File: src/shared/ltc_defines.vh
`ifndef LTC_DEFINES_VH
`define LTC_DEFINES_VH
// Overview of operation
// - Logger level trigger: rising or falling, default rising
// - Slope matters only for level sources
// - Logger sources selectable, readable, default immediate
// - Immediate logger source fires once armed
// - Level sources use the named channel
// - Key sources: list run key, on/off keys
// - Immediate transient command overrides source
// - Completion clears waiting-for-step bit
// - Transient delay 0 to 255 ms, default 0
// - Transient sources selectable, readable, default remote
// - External source takes all trigger pins
// - Immediate transient source fires once armed
// - Remote source steps on bus trigger
// - Triggered level stored, copied on step
// - Fixed mode keeps level, step mode moves

// ----------------
// Register offsets (byte addresses)
// ----------------
`define LTC_ADDR_CMD      8'h00
`define LTC_ADDR_TSRC     8'h04
`define LTC_ADDR_LSRC     8'h08
`define LTC_ADDR_DELAY    8'h0c
`define LTC_ADDR_MODE     8'h10
`define LTC_ADDR_TLEVEL   8'h14
`define LTC_ADDR_LEVEL    8'h18
`define LTC_ADDR_STATUS   8'h1c

// ----------------
// Field positions
// ----------------
`define LTC_CMD_INIT_TRAN 0
`define LTC_CMD_INIT_LOG  1
`define LTC_CMD_TRIG_TRAN 2
`define LTC_CMD_TRIG_LOG  3
`define LTC_CMD_BUS_TRG   4
`define LTC_LSRC_SLOPE    4

// ----------------
// Source encodings
// ----------------
`define LTC_TSRC_BUS      3'h0
`define LTC_TSRC_EXT      3'h1
`define LTC_TSRC_IMM      3'h2
`define LTC_TSRC_PIN1     3'h3
`define LTC_TSRC_PIN2     3'h4
`define LTC_TSRC_PIN3     3'h5
`define LTC_LSRC_BUS      4'h0
`define LTC_LSRC_EXT      4'h1
`define LTC_LSRC_IMM      4'h2
`define LTC_LSRC_CURR1    4'h3
`define LTC_LSRC_CURR2    4'h4
`define LTC_LSRC_VOLT1    4'h5
`define LTC_LSRC_VOLT2    4'h6
`define LTC_LSRC_LIST_RUN_KEY_SOURCE     4'h7
`define LTC_LSRC_INPUT_ONOFF_KEY_SOURCE     4'h8

// ----------------
// Reset values and timing
// ----------------
`define LTC_TSRC_RST      3'h0
`define LTC_LSRC_RST      4'h2
`define LTC_SLOPE_RST     1'b0
`define LTC_DELAY_RST     8'h00
`define LTC_TICK_CYCLES   250000

`endif

File: src/verilog/ltc_ms_delay.v
`include "ltc_defines.vh"

module ltc_ms_delay #(
    parameter MS_CYCLES = `LTC_TICK_CYCLES
) (
    input  wire       clk_i,
    input  wire       rst_i,
    input  wire       start_i,
    input  wire [7:0] delay_ms_i,
    output wire       busy_o,
    output wire       done_o
);
    localparam integer TICK_LAST = MS_CYCLES - 1;

    reg  [7:0]  ms_left_reg;
    reg  [17:0] tick_reg;
    reg         busy_reg;
    wire        tick_end;

    assign tick_end = (tick_reg == TICK_LAST[17:0]);
    // Zero delay finishes in the start cycle
    assign done_o = (start_i && (delay_ms_i == 8'h00)) || (busy_reg && (ms_left_reg == 8'h00));
    assign busy_o = busy_reg;

    always @(posedge clk_i)
    begin
        if (rst_i)
        begin
            ms_left_reg <= 8'h00;
            tick_reg    <= 18'h00000;
            busy_reg    <= 1'b0;
        end
        else if (start_i && (delay_ms_i != 8'h00))
        begin
            ms_left_reg <= delay_ms_i;
            tick_reg    <= 18'h00000;
            busy_reg    <= 1'b1;
        end
        else if (busy_reg)
        begin
            if (ms_left_reg == 8'h00)
                busy_reg <= 1'b0;
            else if (tick_end)
            begin
                tick_reg    <= 18'h00000;
                ms_left_reg <= ms_left_reg - 8'h01;
            end
            else
                tick_reg <= tick_reg + 18'h00001;
        end
    end
endmodule // ltc_ms_delay

File: src/verilog/ltc_axil_slave.v
module ltc_axil_slave (
    input  wire        clk_i,
    input  wire        rst_i,
    input  wire [7:0]  awaddr_i,
    input  wire        awvalid_i,
    output wire        awready_o,
    input  wire [31:0] wdata_i,
    input  wire [3:0]  wstrb_i,
    input  wire        wvalid_i,
    output wire        wready_o,
    output wire [1:0]  bresp_o,
    output wire        bvalid_o,
    input  wire        bready_i,
    input  wire [7:0]  araddr_i,
    input  wire        arvalid_i,
    output wire        arready_o,
    output wire [31:0] rdata_o,
    output wire [1:0]  rresp_o,
    output wire        rvalid_o,
    input  wire        rready_i,
    output wire        wr_en_o,
    output wire [7:0]  wr_addr_o,
    output wire [31:0] wr_data_o,
    output wire [3:0]  wr_strb_o,
    input  wire        wr_err_i,
    output wire        rd_en_o,
    output wire [7:0]  rd_addr_o,
    input  wire [31:0] rd_data_i,
    input  wire        rd_err_i
);
    reg        aw_have_reg;
    reg [7:0]  awaddr_reg;
    reg        w_have_reg;
    reg [31:0] wdata_reg;
    reg [3:0]  wstrb_reg;
    reg        bvalid_reg;
    reg [1:0]  bresp_reg;
    reg        rvalid_reg;
    reg [31:0] rdata_reg;
    reg [1:0]  rresp_reg;

    assign awready_o = !aw_have_reg && !bvalid_reg;
    assign wready_o  = !w_have_reg && !bvalid_reg;
    assign wr_en_o   = aw_have_reg && w_have_reg && !bvalid_reg;
    assign wr_addr_o = awaddr_reg;
    assign wr_data_o = wdata_reg;
    assign wr_strb_o = wstrb_reg;
    assign bvalid_o  = bvalid_reg;
    assign bresp_o   = bresp_reg;
    assign arready_o = !rvalid_reg;
    assign rd_en_o   = arvalid_i && !rvalid_reg;
    assign rd_addr_o = araddr_i;
    assign rvalid_o  = rvalid_reg;
    assign rdata_o   = rdata_reg;
    assign rresp_o   = rresp_reg;

    always @(posedge clk_i)
    begin
        if (rst_i)
        begin
            aw_have_reg <= 1'b0;
            awaddr_reg  <= 8'h00;
            w_have_reg  <= 1'b0;
            wdata_reg   <= 32'h00000000;
            wstrb_reg   <= 4'h0;
            bvalid_reg  <= 1'b0;
            bresp_reg   <= 2'h0;
            rvalid_reg  <= 1'b0;
            rdata_reg   <= 32'h00000000;
            rresp_reg   <= 2'h0;
        end
        else
        begin
            if (awvalid_i && awready_o)
            begin
                aw_have_reg <= 1'b1;
                awaddr_reg  <= awaddr_i;
            end
            if (wvalid_i && wready_o)
            begin
                w_have_reg <= 1'b1;
                wdata_reg  <= wdata_i;
                wstrb_reg  <= wstrb_i;
            end
            if (wr_en_o)
            begin
                aw_have_reg <= 1'b0;
                w_have_reg  <= 1'b0;
                bvalid_reg  <= 1'b1;
                bresp_reg   <= wr_err_i ? 2'h2 : 2'h0;
            end
            else if (bvalid_reg && bready_i)
                bvalid_reg <= 1'b0;
            if (rd_en_o)
            begin
                rvalid_reg <= 1'b1;
                rdata_reg  <= rd_data_i;
                rresp_reg  <= rd_err_i ? 2'h2 : 2'h0;
            end
            else if (rvalid_reg && rready_i)
                rvalid_reg <= 1'b0;
        end
    end
endmodule // ltc_axil_slave

File: src/verilog/ltc_top.v
// Our own choices: the AXI4-Lite interface to the registers and the register addresses.
`include "ltc_defines.vh"

module ltc_top #(
    parameter MS_CYCLES = `LTC_TICK_CYCLES
) (
    input  wire        CLK_I,
    input  wire        RST_I,
    input  wire [7:0]  AXI_AWADDR_I,
    input  wire        AXI_AWVALID_I,
    output wire        AXI_AWREADY_O,
    input  wire [31:0] AXI_WDATA_I,
    input  wire [3:0]  AXI_WSTRB_I,
    input  wire        AXI_WVALID_I,
    output wire        AXI_WREADY_O,
    output wire [1:0]  AXI_BRESP_O,
    output wire        AXI_BVALID_O,
    input  wire        AXI_BREADY_I,
    input  wire [7:0]  AXI_ARADDR_I,
    input  wire        AXI_ARVALID_I,
    output wire        AXI_ARREADY_O,
    output wire [31:0] AXI_RDATA_O,
    output wire [1:0]  AXI_RRESP_O,
    output wire        AXI_RVALID_O,
    input  wire        AXI_RREADY_I,
    input  wire [2:0]  TRIG_PIN_I,
    input  wire [2:0]  PIN_IS_TRIG_I,
    input  wire [1:0]  CURR_ABOVE_I,
    input  wire [1:0]  VOLT_ABOVE_I,
    input  wire        LIST_RUN_KEY_I,
    input  wire [1:0]  INPUT_ONOFF_KEY_I,
    input  wire        ALL_ONOFF_KEY_I,
    output wire [15:0] ACTIVE_LEVEL_O,
    output wire        STEP_DONE_O,
    output wire        LOG_TRIGGER_O,
    output wire        WAITING_STEP_O
);
    // ----------------
    // States
    // ----------------
    localparam [1:0] T_IDLE  = 2'h0;
    localparam [1:0] T_ARMED = 2'h1;
    localparam [1:0] T_DELAY = 2'h2;

    // ----------------
    // Functions
    // ----------------
    function addr_ok;
        input [7:0] a;
        begin
            addr_ok = (a[1:0] == 2'h0) && (a <= `LTC_ADDR_STATUS);
        end
    endfunction

    function [15:0] merge;
        input [15:0] old_v;
        input [15:0] new_v;
        input [1:0]  strb;
        integer i;
        begin
            merge = old_v;
            for (i = 0; i < 2; i = i + 1)
                if (strb[i])
                    merge[i*8 +: 8] = new_v[i*8 +: 8];
        end
    endfunction

    // ----------------
    // Declarations
    // ----------------
    wire        wr_en;
    wire [7:0]  wr_addr;
    wire [31:0] wr_data;
    wire [3:0]  wr_strb;
    wire        rd_en;
    wire [7:0]  rd_addr;
    reg  [31:0] rd_data;
    wire        wr_err;
    wire        rd_err;

    reg  [2:0]  tsrc_reg;
    reg  [3:0]  lsrc_reg;
    reg         slope_reg;
    reg  [7:0]  delay_reg;
    reg         step_mode_reg;
    reg  [15:0] tlevel_reg;
    reg  [15:0] level_reg;
    reg  [1:0]  tstate_reg;
    reg  [1:0]  tstate_next;
    reg         wtg_reg;
    reg         log_armed_reg;
    reg         step_done_reg;
    reg         log_trig_reg;

    reg  [10:0] sync1_reg;
    reg  [10:0] sync2_reg;
    reg  [10:0] prev_reg;
    wire [10:0] rise;
    wire [10:0] fall;

    wire [15:0] cmd_word;
    wire        cmd_wr;
    wire        init_tran;
    wire        init_log;
    wire        trig_tran_cmd;
    wire        trig_log_cmd;
    wire        bus_trg;

    wire [2:0]  pin_evt;
    wire        ext_evt;
    wire [1:0]  curr_evt;
    wire [1:0]  volt_evt;
    wire        list_run_key_source_evt;
    wire        input_onoff_key_source_evt;
    reg         tsrc_evt;
    reg         lsrc_evt;
    wire        tran_hit;
    wire        log_hit;
    wire        dly_done;
    wire        dly_busy;

    // ----------------
    // Bus slave
    // ----------------
    ltc_axil_slave u_bus (
        .clk_i     (CLK_I),
        .rst_i     (RST_I),
        .awaddr_i  (AXI_AWADDR_I),
        .awvalid_i (AXI_AWVALID_I),
        .awready_o (AXI_AWREADY_O),
        .wdata_i   (AXI_WDATA_I),
        .wstrb_i   (AXI_WSTRB_I),
        .wvalid_i  (AXI_WVALID_I),
        .wready_o  (AXI_WREADY_O),
        .bresp_o   (AXI_BRESP_O),
        .bvalid_o  (AXI_BVALID_O),
        .bready_i  (AXI_BREADY_I),
        .araddr_i  (AXI_ARADDR_I),
        .arvalid_i (AXI_ARVALID_I),
        .arready_o (AXI_ARREADY_O),
        .rdata_o   (AXI_RDATA_O),
        .rresp_o   (AXI_RRESP_O),
        .rvalid_o  (AXI_RVALID_O),
        .rready_i  (AXI_RREADY_I),
        .wr_en_o   (wr_en),
        .wr_addr_o (wr_addr),
        .wr_data_o (wr_data),
        .wr_strb_o (wr_strb),
        .wr_err_i  (wr_err),
        .rd_en_o   (rd_en),
        .rd_addr_o (rd_addr),
        .rd_data_i (rd_data),
        .rd_err_i  (rd_err)
    );

    assign wr_err = !addr_ok(wr_addr);
    assign rd_err = !addr_ok(rd_addr);

    // ----------------
    // Command strobes
    // ----------------
    assign cmd_wr        = wr_en && (wr_addr == `LTC_ADDR_CMD);
    assign cmd_word      = merge(16'h0000, wr_data[15:0], wr_strb[1:0]);
    assign init_tran     = cmd_wr && cmd_word[`LTC_CMD_INIT_TRAN];
    assign init_log      = cmd_wr && cmd_word[`LTC_CMD_INIT_LOG];
    assign trig_tran_cmd = cmd_wr && cmd_word[`LTC_CMD_TRIG_TRAN];
    assign trig_log_cmd  = cmd_wr && cmd_word[`LTC_CMD_TRIG_LOG];
    assign bus_trg       = cmd_wr && cmd_word[`LTC_CMD_BUS_TRG];

    // ----------------
    // Input synchronisers and edges
    // ----------------
    always @(posedge CLK_I)
    begin
        if (RST_I)
        begin
            sync1_reg <= 11'h000;
            sync2_reg <= 11'h000;
            prev_reg  <= 11'h000;
        end
        else
        begin
            sync1_reg <= {ALL_ONOFF_KEY_I, INPUT_ONOFF_KEY_I, LIST_RUN_KEY_I,
                          VOLT_ABOVE_I, CURR_ABOVE_I, TRIG_PIN_I};
            sync2_reg <= sync1_reg;
            prev_reg  <= sync2_reg;
        end
    end

    assign rise = sync2_reg & ~prev_reg;
    assign fall = ~sync2_reg & prev_reg;

    // Pins arrive with polarity already applied
    assign pin_evt  = rise[2:0] & PIN_IS_TRIG_I;
    assign ext_evt  = |pin_evt;
    assign curr_evt = slope_reg ? fall[4:3] : rise[4:3];
    assign volt_evt = slope_reg ? fall[6:5] : rise[6:5];
    assign list_run_key_source_evt = rise[7];
    assign input_onoff_key_source_evt = |rise[10:8];

    // ----------------
    // Source selection
    // ----------------
    always @*
    begin
        case (tsrc_reg)
            `LTC_TSRC_BUS:  tsrc_evt = bus_trg;
            `LTC_TSRC_EXT:  tsrc_evt = ext_evt;
            `LTC_TSRC_IMM:  tsrc_evt = 1'b1;
            `LTC_TSRC_PIN1: tsrc_evt = pin_evt[0];
            `LTC_TSRC_PIN2: tsrc_evt = pin_evt[1];
            `LTC_TSRC_PIN3: tsrc_evt = pin_evt[2];
            default:        tsrc_evt = 1'b0;
        endcase
    end

    always @*
    begin
        case (lsrc_reg)
            `LTC_LSRC_BUS:   lsrc_evt = bus_trg;
            `LTC_LSRC_EXT:   lsrc_evt = ext_evt;
            `LTC_LSRC_IMM:   lsrc_evt = 1'b1;
            `LTC_LSRC_CURR1: lsrc_evt = curr_evt[0];
            `LTC_LSRC_CURR2: lsrc_evt = curr_evt[1];
            `LTC_LSRC_VOLT1: lsrc_evt = volt_evt[0];
            `LTC_LSRC_VOLT2: lsrc_evt = volt_evt[1];
            `LTC_LSRC_LIST_RUN_KEY_SOURCE:  lsrc_evt = list_run_key_source_evt;
            `LTC_LSRC_INPUT_ONOFF_KEY_SOURCE:  lsrc_evt = input_onoff_key_source_evt;
            default:         lsrc_evt = 1'b0;
        endcase
    end

    // Software trigger overrides the source
    assign tran_hit = (tstate_reg == T_ARMED) && (tsrc_evt || trig_tran_cmd);
    assign log_hit  = log_armed_reg && (lsrc_evt || trig_log_cmd);

    // ----------------
    // Transient delay
    // ----------------
    ltc_ms_delay #(
        .MS_CYCLES (MS_CYCLES)
    ) u_delay (
        .clk_i      (CLK_I),
        .rst_i      (RST_I),
        .start_i    (tran_hit),
        .delay_ms_i (delay_reg),
        .busy_o     (dly_busy),
        .done_o     (dly_done)
    );

    // ----------------
    // Transient state machine
    // ----------------
    always @*
    begin
        tstate_next = tstate_reg;
        case (tstate_reg)
            T_IDLE:
            begin
                if (init_tran)
                    tstate_next = T_ARMED;
            end
            T_ARMED:
            begin
                if (tran_hit && dly_done)
                    tstate_next = T_IDLE;
                else if (tran_hit)
                    tstate_next = T_DELAY;
            end
            T_DELAY:
            begin
                if (dly_done)
                    tstate_next = T_IDLE;
            end
            default:
                tstate_next = T_IDLE;
        endcase
    end

    always @(posedge CLK_I)
    begin
        if (RST_I)
        begin
            tstate_reg    <= T_IDLE;
            wtg_reg       <= 1'b0;
            step_done_reg <= 1'b0;
            level_reg     <= 16'h0000;
        end
        else
        begin
            tstate_reg    <= tstate_next;
            step_done_reg <= dly_done;
            if (init_tran && (tstate_reg == T_IDLE))
                wtg_reg <= 1'b1;
            else if (dly_done)
                wtg_reg <= 1'b0;
            if (dly_done)
            begin
                if (step_mode_reg)
                    level_reg <= tlevel_reg;
            end
            else if (wr_en && (wr_addr == `LTC_ADDR_LEVEL))
                level_reg <= merge(level_reg, wr_data[15:0], wr_strb[1:0]);
        end
    end

    // ----------------
    // Logger arming
    // ----------------
    always @(posedge CLK_I)
    begin
        if (RST_I)
        begin
            log_armed_reg <= 1'b0;
            log_trig_reg  <= 1'b0;
        end
        else
        begin
            log_trig_reg <= log_hit;
            if (log_hit)
                log_armed_reg <= 1'b0;
            else if (init_log)
                log_armed_reg <= 1'b1;
        end
    end

    // ----------------
    // Configuration registers
    // ----------------
    always @(posedge CLK_I)
    begin
        if (RST_I)
        begin
            tsrc_reg      <= `LTC_TSRC_RST;
            lsrc_reg      <= `LTC_LSRC_RST;
            slope_reg     <= `LTC_SLOPE_RST;
            delay_reg     <= `LTC_DELAY_RST;
            step_mode_reg <= 1'b0;
            tlevel_reg    <= 16'h0000;
        end
        else if (wr_en)
        begin
            case (wr_addr)
                `LTC_ADDR_TSRC:
                begin
                    if (wr_strb[0] && (wr_data[2:0] <= `LTC_TSRC_PIN3))
                        tsrc_reg <= wr_data[2:0];
                end
                `LTC_ADDR_LSRC:
                begin
                    if (wr_strb[0] && (wr_data[3:0] <= `LTC_LSRC_INPUT_ONOFF_KEY_SOURCE))
                        lsrc_reg <= wr_data[3:0];
                    if (wr_strb[0])
                        slope_reg <= wr_data[`LTC_LSRC_SLOPE];
                end
                `LTC_ADDR_DELAY:
                begin
                    if (wr_strb[0])
                        delay_reg <= wr_data[7:0];
                end
                `LTC_ADDR_MODE:
                begin
                    if (wr_strb[0])
                        step_mode_reg <= wr_data[0];
                end
                `LTC_ADDR_TLEVEL:
                    tlevel_reg <= merge(tlevel_reg, wr_data[15:0], wr_strb[1:0]);
                default:
                begin
                end
            endcase
        end
    end

    // ----------------
    // Read mux
    // ----------------
    always @*
    begin
        case (rd_addr)
            `LTC_ADDR_TSRC:   rd_data = {29'h00000000, tsrc_reg};
            `LTC_ADDR_LSRC:   rd_data = {27'h0000000, slope_reg, lsrc_reg};
            `LTC_ADDR_DELAY:  rd_data = {24'h000000, delay_reg};
            `LTC_ADDR_MODE:   rd_data = {31'h00000000, step_mode_reg};
            `LTC_ADDR_TLEVEL: rd_data = {16'h0000, tlevel_reg};
            `LTC_ADDR_LEVEL:  rd_data = {16'h0000, level_reg};
            `LTC_ADDR_STATUS: rd_data = {28'h0000000, log_armed_reg, dly_busy,
                                         (tstate_reg == T_ARMED), wtg_reg};
            default:          rd_data = 32'h00000000;
        endcase
    end

    // ----------------
    // Outputs
    // ----------------
    assign ACTIVE_LEVEL_O = level_reg;
    assign STEP_DONE_O    = step_done_reg;
    assign LOG_TRIGGER_O  = log_trig_reg;
    assign WAITING_STEP_O = wtg_reg;
endmodule // ltc_top

File: config.mk
export PLATFORM = sky130hd
export DESIGN_NAME = ltc_top
export DESIGN_NICKNAME = d
export VERILOG_FILES = /design/src/verilog/ltc_ms_delay.v /design/src/verilog/ltc_axil_slave.v /design/src/verilog/ltc_top.v
export VERILOG_INCLUDE_DIRS = /design/src /design/src/shared
export SDC_FILE = /design/constraint.sdc
export NUM_CORES = 1
export LEC_CHECK = 0
export BUFFER_PORTS_ARGS = -buffer_cell sky130_fd_sc_hd__clkbuf_2
export CAP_MARGIN = 15
export CORE_MARGIN = 5
export CORE_UTILIZATION = 52
export DETAILED_ROUTE_END_ITERATION = 8
export PLACE_DENSITY = 0.79
export SLEW_MARGIN = 20
export SYNTH_ARGS = -nofsm -noshare
export SYNTH_HDL_FRONTEND = slang
export SYNTH_HIERARCHICAL = 1
export SYNTH_SLANG_ARGS = --single-unit
File: constraint.sdc
create_clock -name CLK_I -period 2.69 [get_ports CLK_I]
set_input_delay 0.1345 -clock CLK_I [delete_from_list [all_inputs] [get_ports CLK_I]]
set_output_delay 0.1345 -clock CLK_I [all_outputs]
set_load 0.01 [all_outputs]
==> qor.yml <==
outcome: "complete, no violations"
reg2reg_slack_ps: 120
gp_congestion: 0.8621
hold_start: "AXI_AWVALID_I"
powerDensity_nw_per_um2: 587.6
multi_input_area_um2: 4033
dp_hpwl_um: 13050
port-buffer-count: 112
fin_worst_skew_ps: 8.731
die_area_um2: 17900
rsz0062_at_grt: "no"
overflow: 0
die_h_um: 133.8
drtAntennaViolNets: 0
antenna_found_initial: 0
postSynthCellCount: 901
fillers: 1222
grt_max_degree: 60
cts_buffers: 17
clkSinkCount: 179
finalSetupTns_ps: 0
setup_violations: 0
period_needed_ps: 2568
report.final.slew_viol_count: 0
cts-htree-levels: 4
nNetsFinal: 1120
worst_hold_slack_ps: 150.8
grt_pass1_vias: 6578
worstPathArrival_ps: 2900
max_slew_margin_pct: 48.32
grt_pass1_wl_um: 32090
start_kind: "flip-flop"
cp-end-kind: "flip-flop"
vias: 7139
yosys_warnings: 6
layout.area.seq_um2: 3583
io_pins: 133
syn-cell-area_um2: 7966
first_iter_violations: 607
clkSlewWorstSetupHoldPaths_ps: 70
crit_start: "u_bus/wr_addr_o[1]"
drt-pass1-iter-count: 8
wl_um: 20040
root_buffer: "clkbuf_16"
r2r_cells: 10
cts_tree: "done"
avgViaCountPerCell: 5.734
period_share_pct: 95.45
wl_per_cell_um: 16.09
num_rows: 45
syn_avg_cell_area_um2: 8.842
min_path_cells: 4
grt.total_usage_pct: 21.74
hold_end: "u_bus/wr_addr_o[6]"
largest_register_ffs: 32
leakagePower_nw: 3.789
hold_viol_final: 0
clk-insertion-delay-late_ps: 420
diodes: 0
worst-setup-path-type: "reg -> reg"
required_ps: 3030
hp-class: "in -> reg"
r2r_end: "ACTIVE_LEVEL_O[13]"
cts.path.max_buffers: 2
start_util_pct: 52.79
clock.fmax_ghz: 0.3895
reg2reg_from: "u_bus/wr_addr_o[1]"
worst_pin_slew_ps: 775.1
drive_gt1_share_pct: 19.96
coreArea_um2: 15090
cp_max_fo: 8
drc: 0
die_w_um: 133.8
ir_drop_v: 0.0005043
maxCapViolCount: 0
syn2layout_area_growth_pct: 21.64
[layout make-up]
cell class / instances / area share [%]
Tap cell: 188 / 2.427
Clock buffer: 20 / 4.609
Multi-Input combinational cell: 650 / 41.61
Timing Repair Buffer: 175 / 11.96
Inverter: 21 / 0.8134
Clock inverter: 12 / 1.601
Sequential cell: 179 / 36.98
[cell usage in the layout (no fill, tap or decap), types with 5 or more instances in the layout]
cell type and instances:
dfxtp_1 179, nand2_1 150, clkbuf_2 111, a21oi_1 86, nor2_1 75, mux2i_1 50
dlygate4sd3_1 39, nor2b_1 36, buf_4 23, a211oi_1 21, inv_1 20, conb_1 18
clkbuf_16 17, nand3_1 13, nor3_1 12, o21ai_0 12, nand3b_1 10, nand2b_1 10
nand4_1 10, or4_1 10, a22o_1 9, o31ai_1 8, nor4_1 6, or3b_2 5
o211ai_1 5
[how the worst max path moves through the flow]
| stage | end | slack (ps) | depth (start not counted) |
|---|---|---|---|
| after global placement | ACTIVE_LEVEL_O[7] | 230 | 10 |
| after global routing | ACTIVE_LEVEL_O[15] | 1 | 10 |
| final | ACTIVE_LEVEL_O[13] | 120 | 10 |
| after floorplan | ACTIVE_LEVEL_O[5] | 0.4 | 13 |
| after CTS | ACTIVE_LEVEL_O[9] | 20 | 9 |
| after detailed placement | ACTIVE_LEVEL_O[9] | 40 | 9 |
[critical path, stage by stage, from the launching register on]
cell	delay, ps
dfxtp_1	310
or4_4	550
nor3b_4	190
o21ai_1	140
a31oi_2	230
a32o_2	240
inv_1	70
nand4_1	140
buf_4	180
o21ai_2	160
a211oi_1	260
[what timing repair did]
| item | 4_1_cts | 5_1_grt |
|---|---|---|
| endpoints found under the hold margin | 39 | 0 |
| hold buffers | 39 | 0 |
| gates resized for setup | 0 | 7 |
| buffers inserted | 0 | 1 |
| endpoints found under the setup margin | 0 | 16 |
[where the power goes]
| group | switching, mW | internal (mW) | total (mW) |
|---|---|---|---|
| registers | 0.0464 | 2.72 | 2.76 |
| logic | 0.232 | 0.180 | 0.413 |
| clock network | 1.03 | 1.49 | 2.52 |
| total | 1.31 | 4.39 | 5.69 |
[through the flow]
stage | worst slack [ps] | instances | power [mW] | utilization [%] | instance area [um2]
final | 122.4 | 1245 | 5.694 | 64.22 | 9691
after global routing | 1.177 | 1245 | 5.880 | 64.22 | 9691
after global placement | 227.4 | 1172 | 3.175 | 57.32 | 8650
after floorplan | 0.4334 | 917 | 3.073 | - | 8039
after detailed placement | 41.32 | 1172 | 3.185 | 57.32 | 8650
after CTS | 20.89 | 1243 | 5.725 | 63.90 | 9642
[routing by layer]
layer,global-route usage (%),wire (um),vias up
li1,-,-,3449
met1,28.25,8703,3349
met2,35.74,9486,297
met3,4.276,1307,44
met4,8.629,539,0
met5,0,0,-
Power figures use the tool's default switching activity.
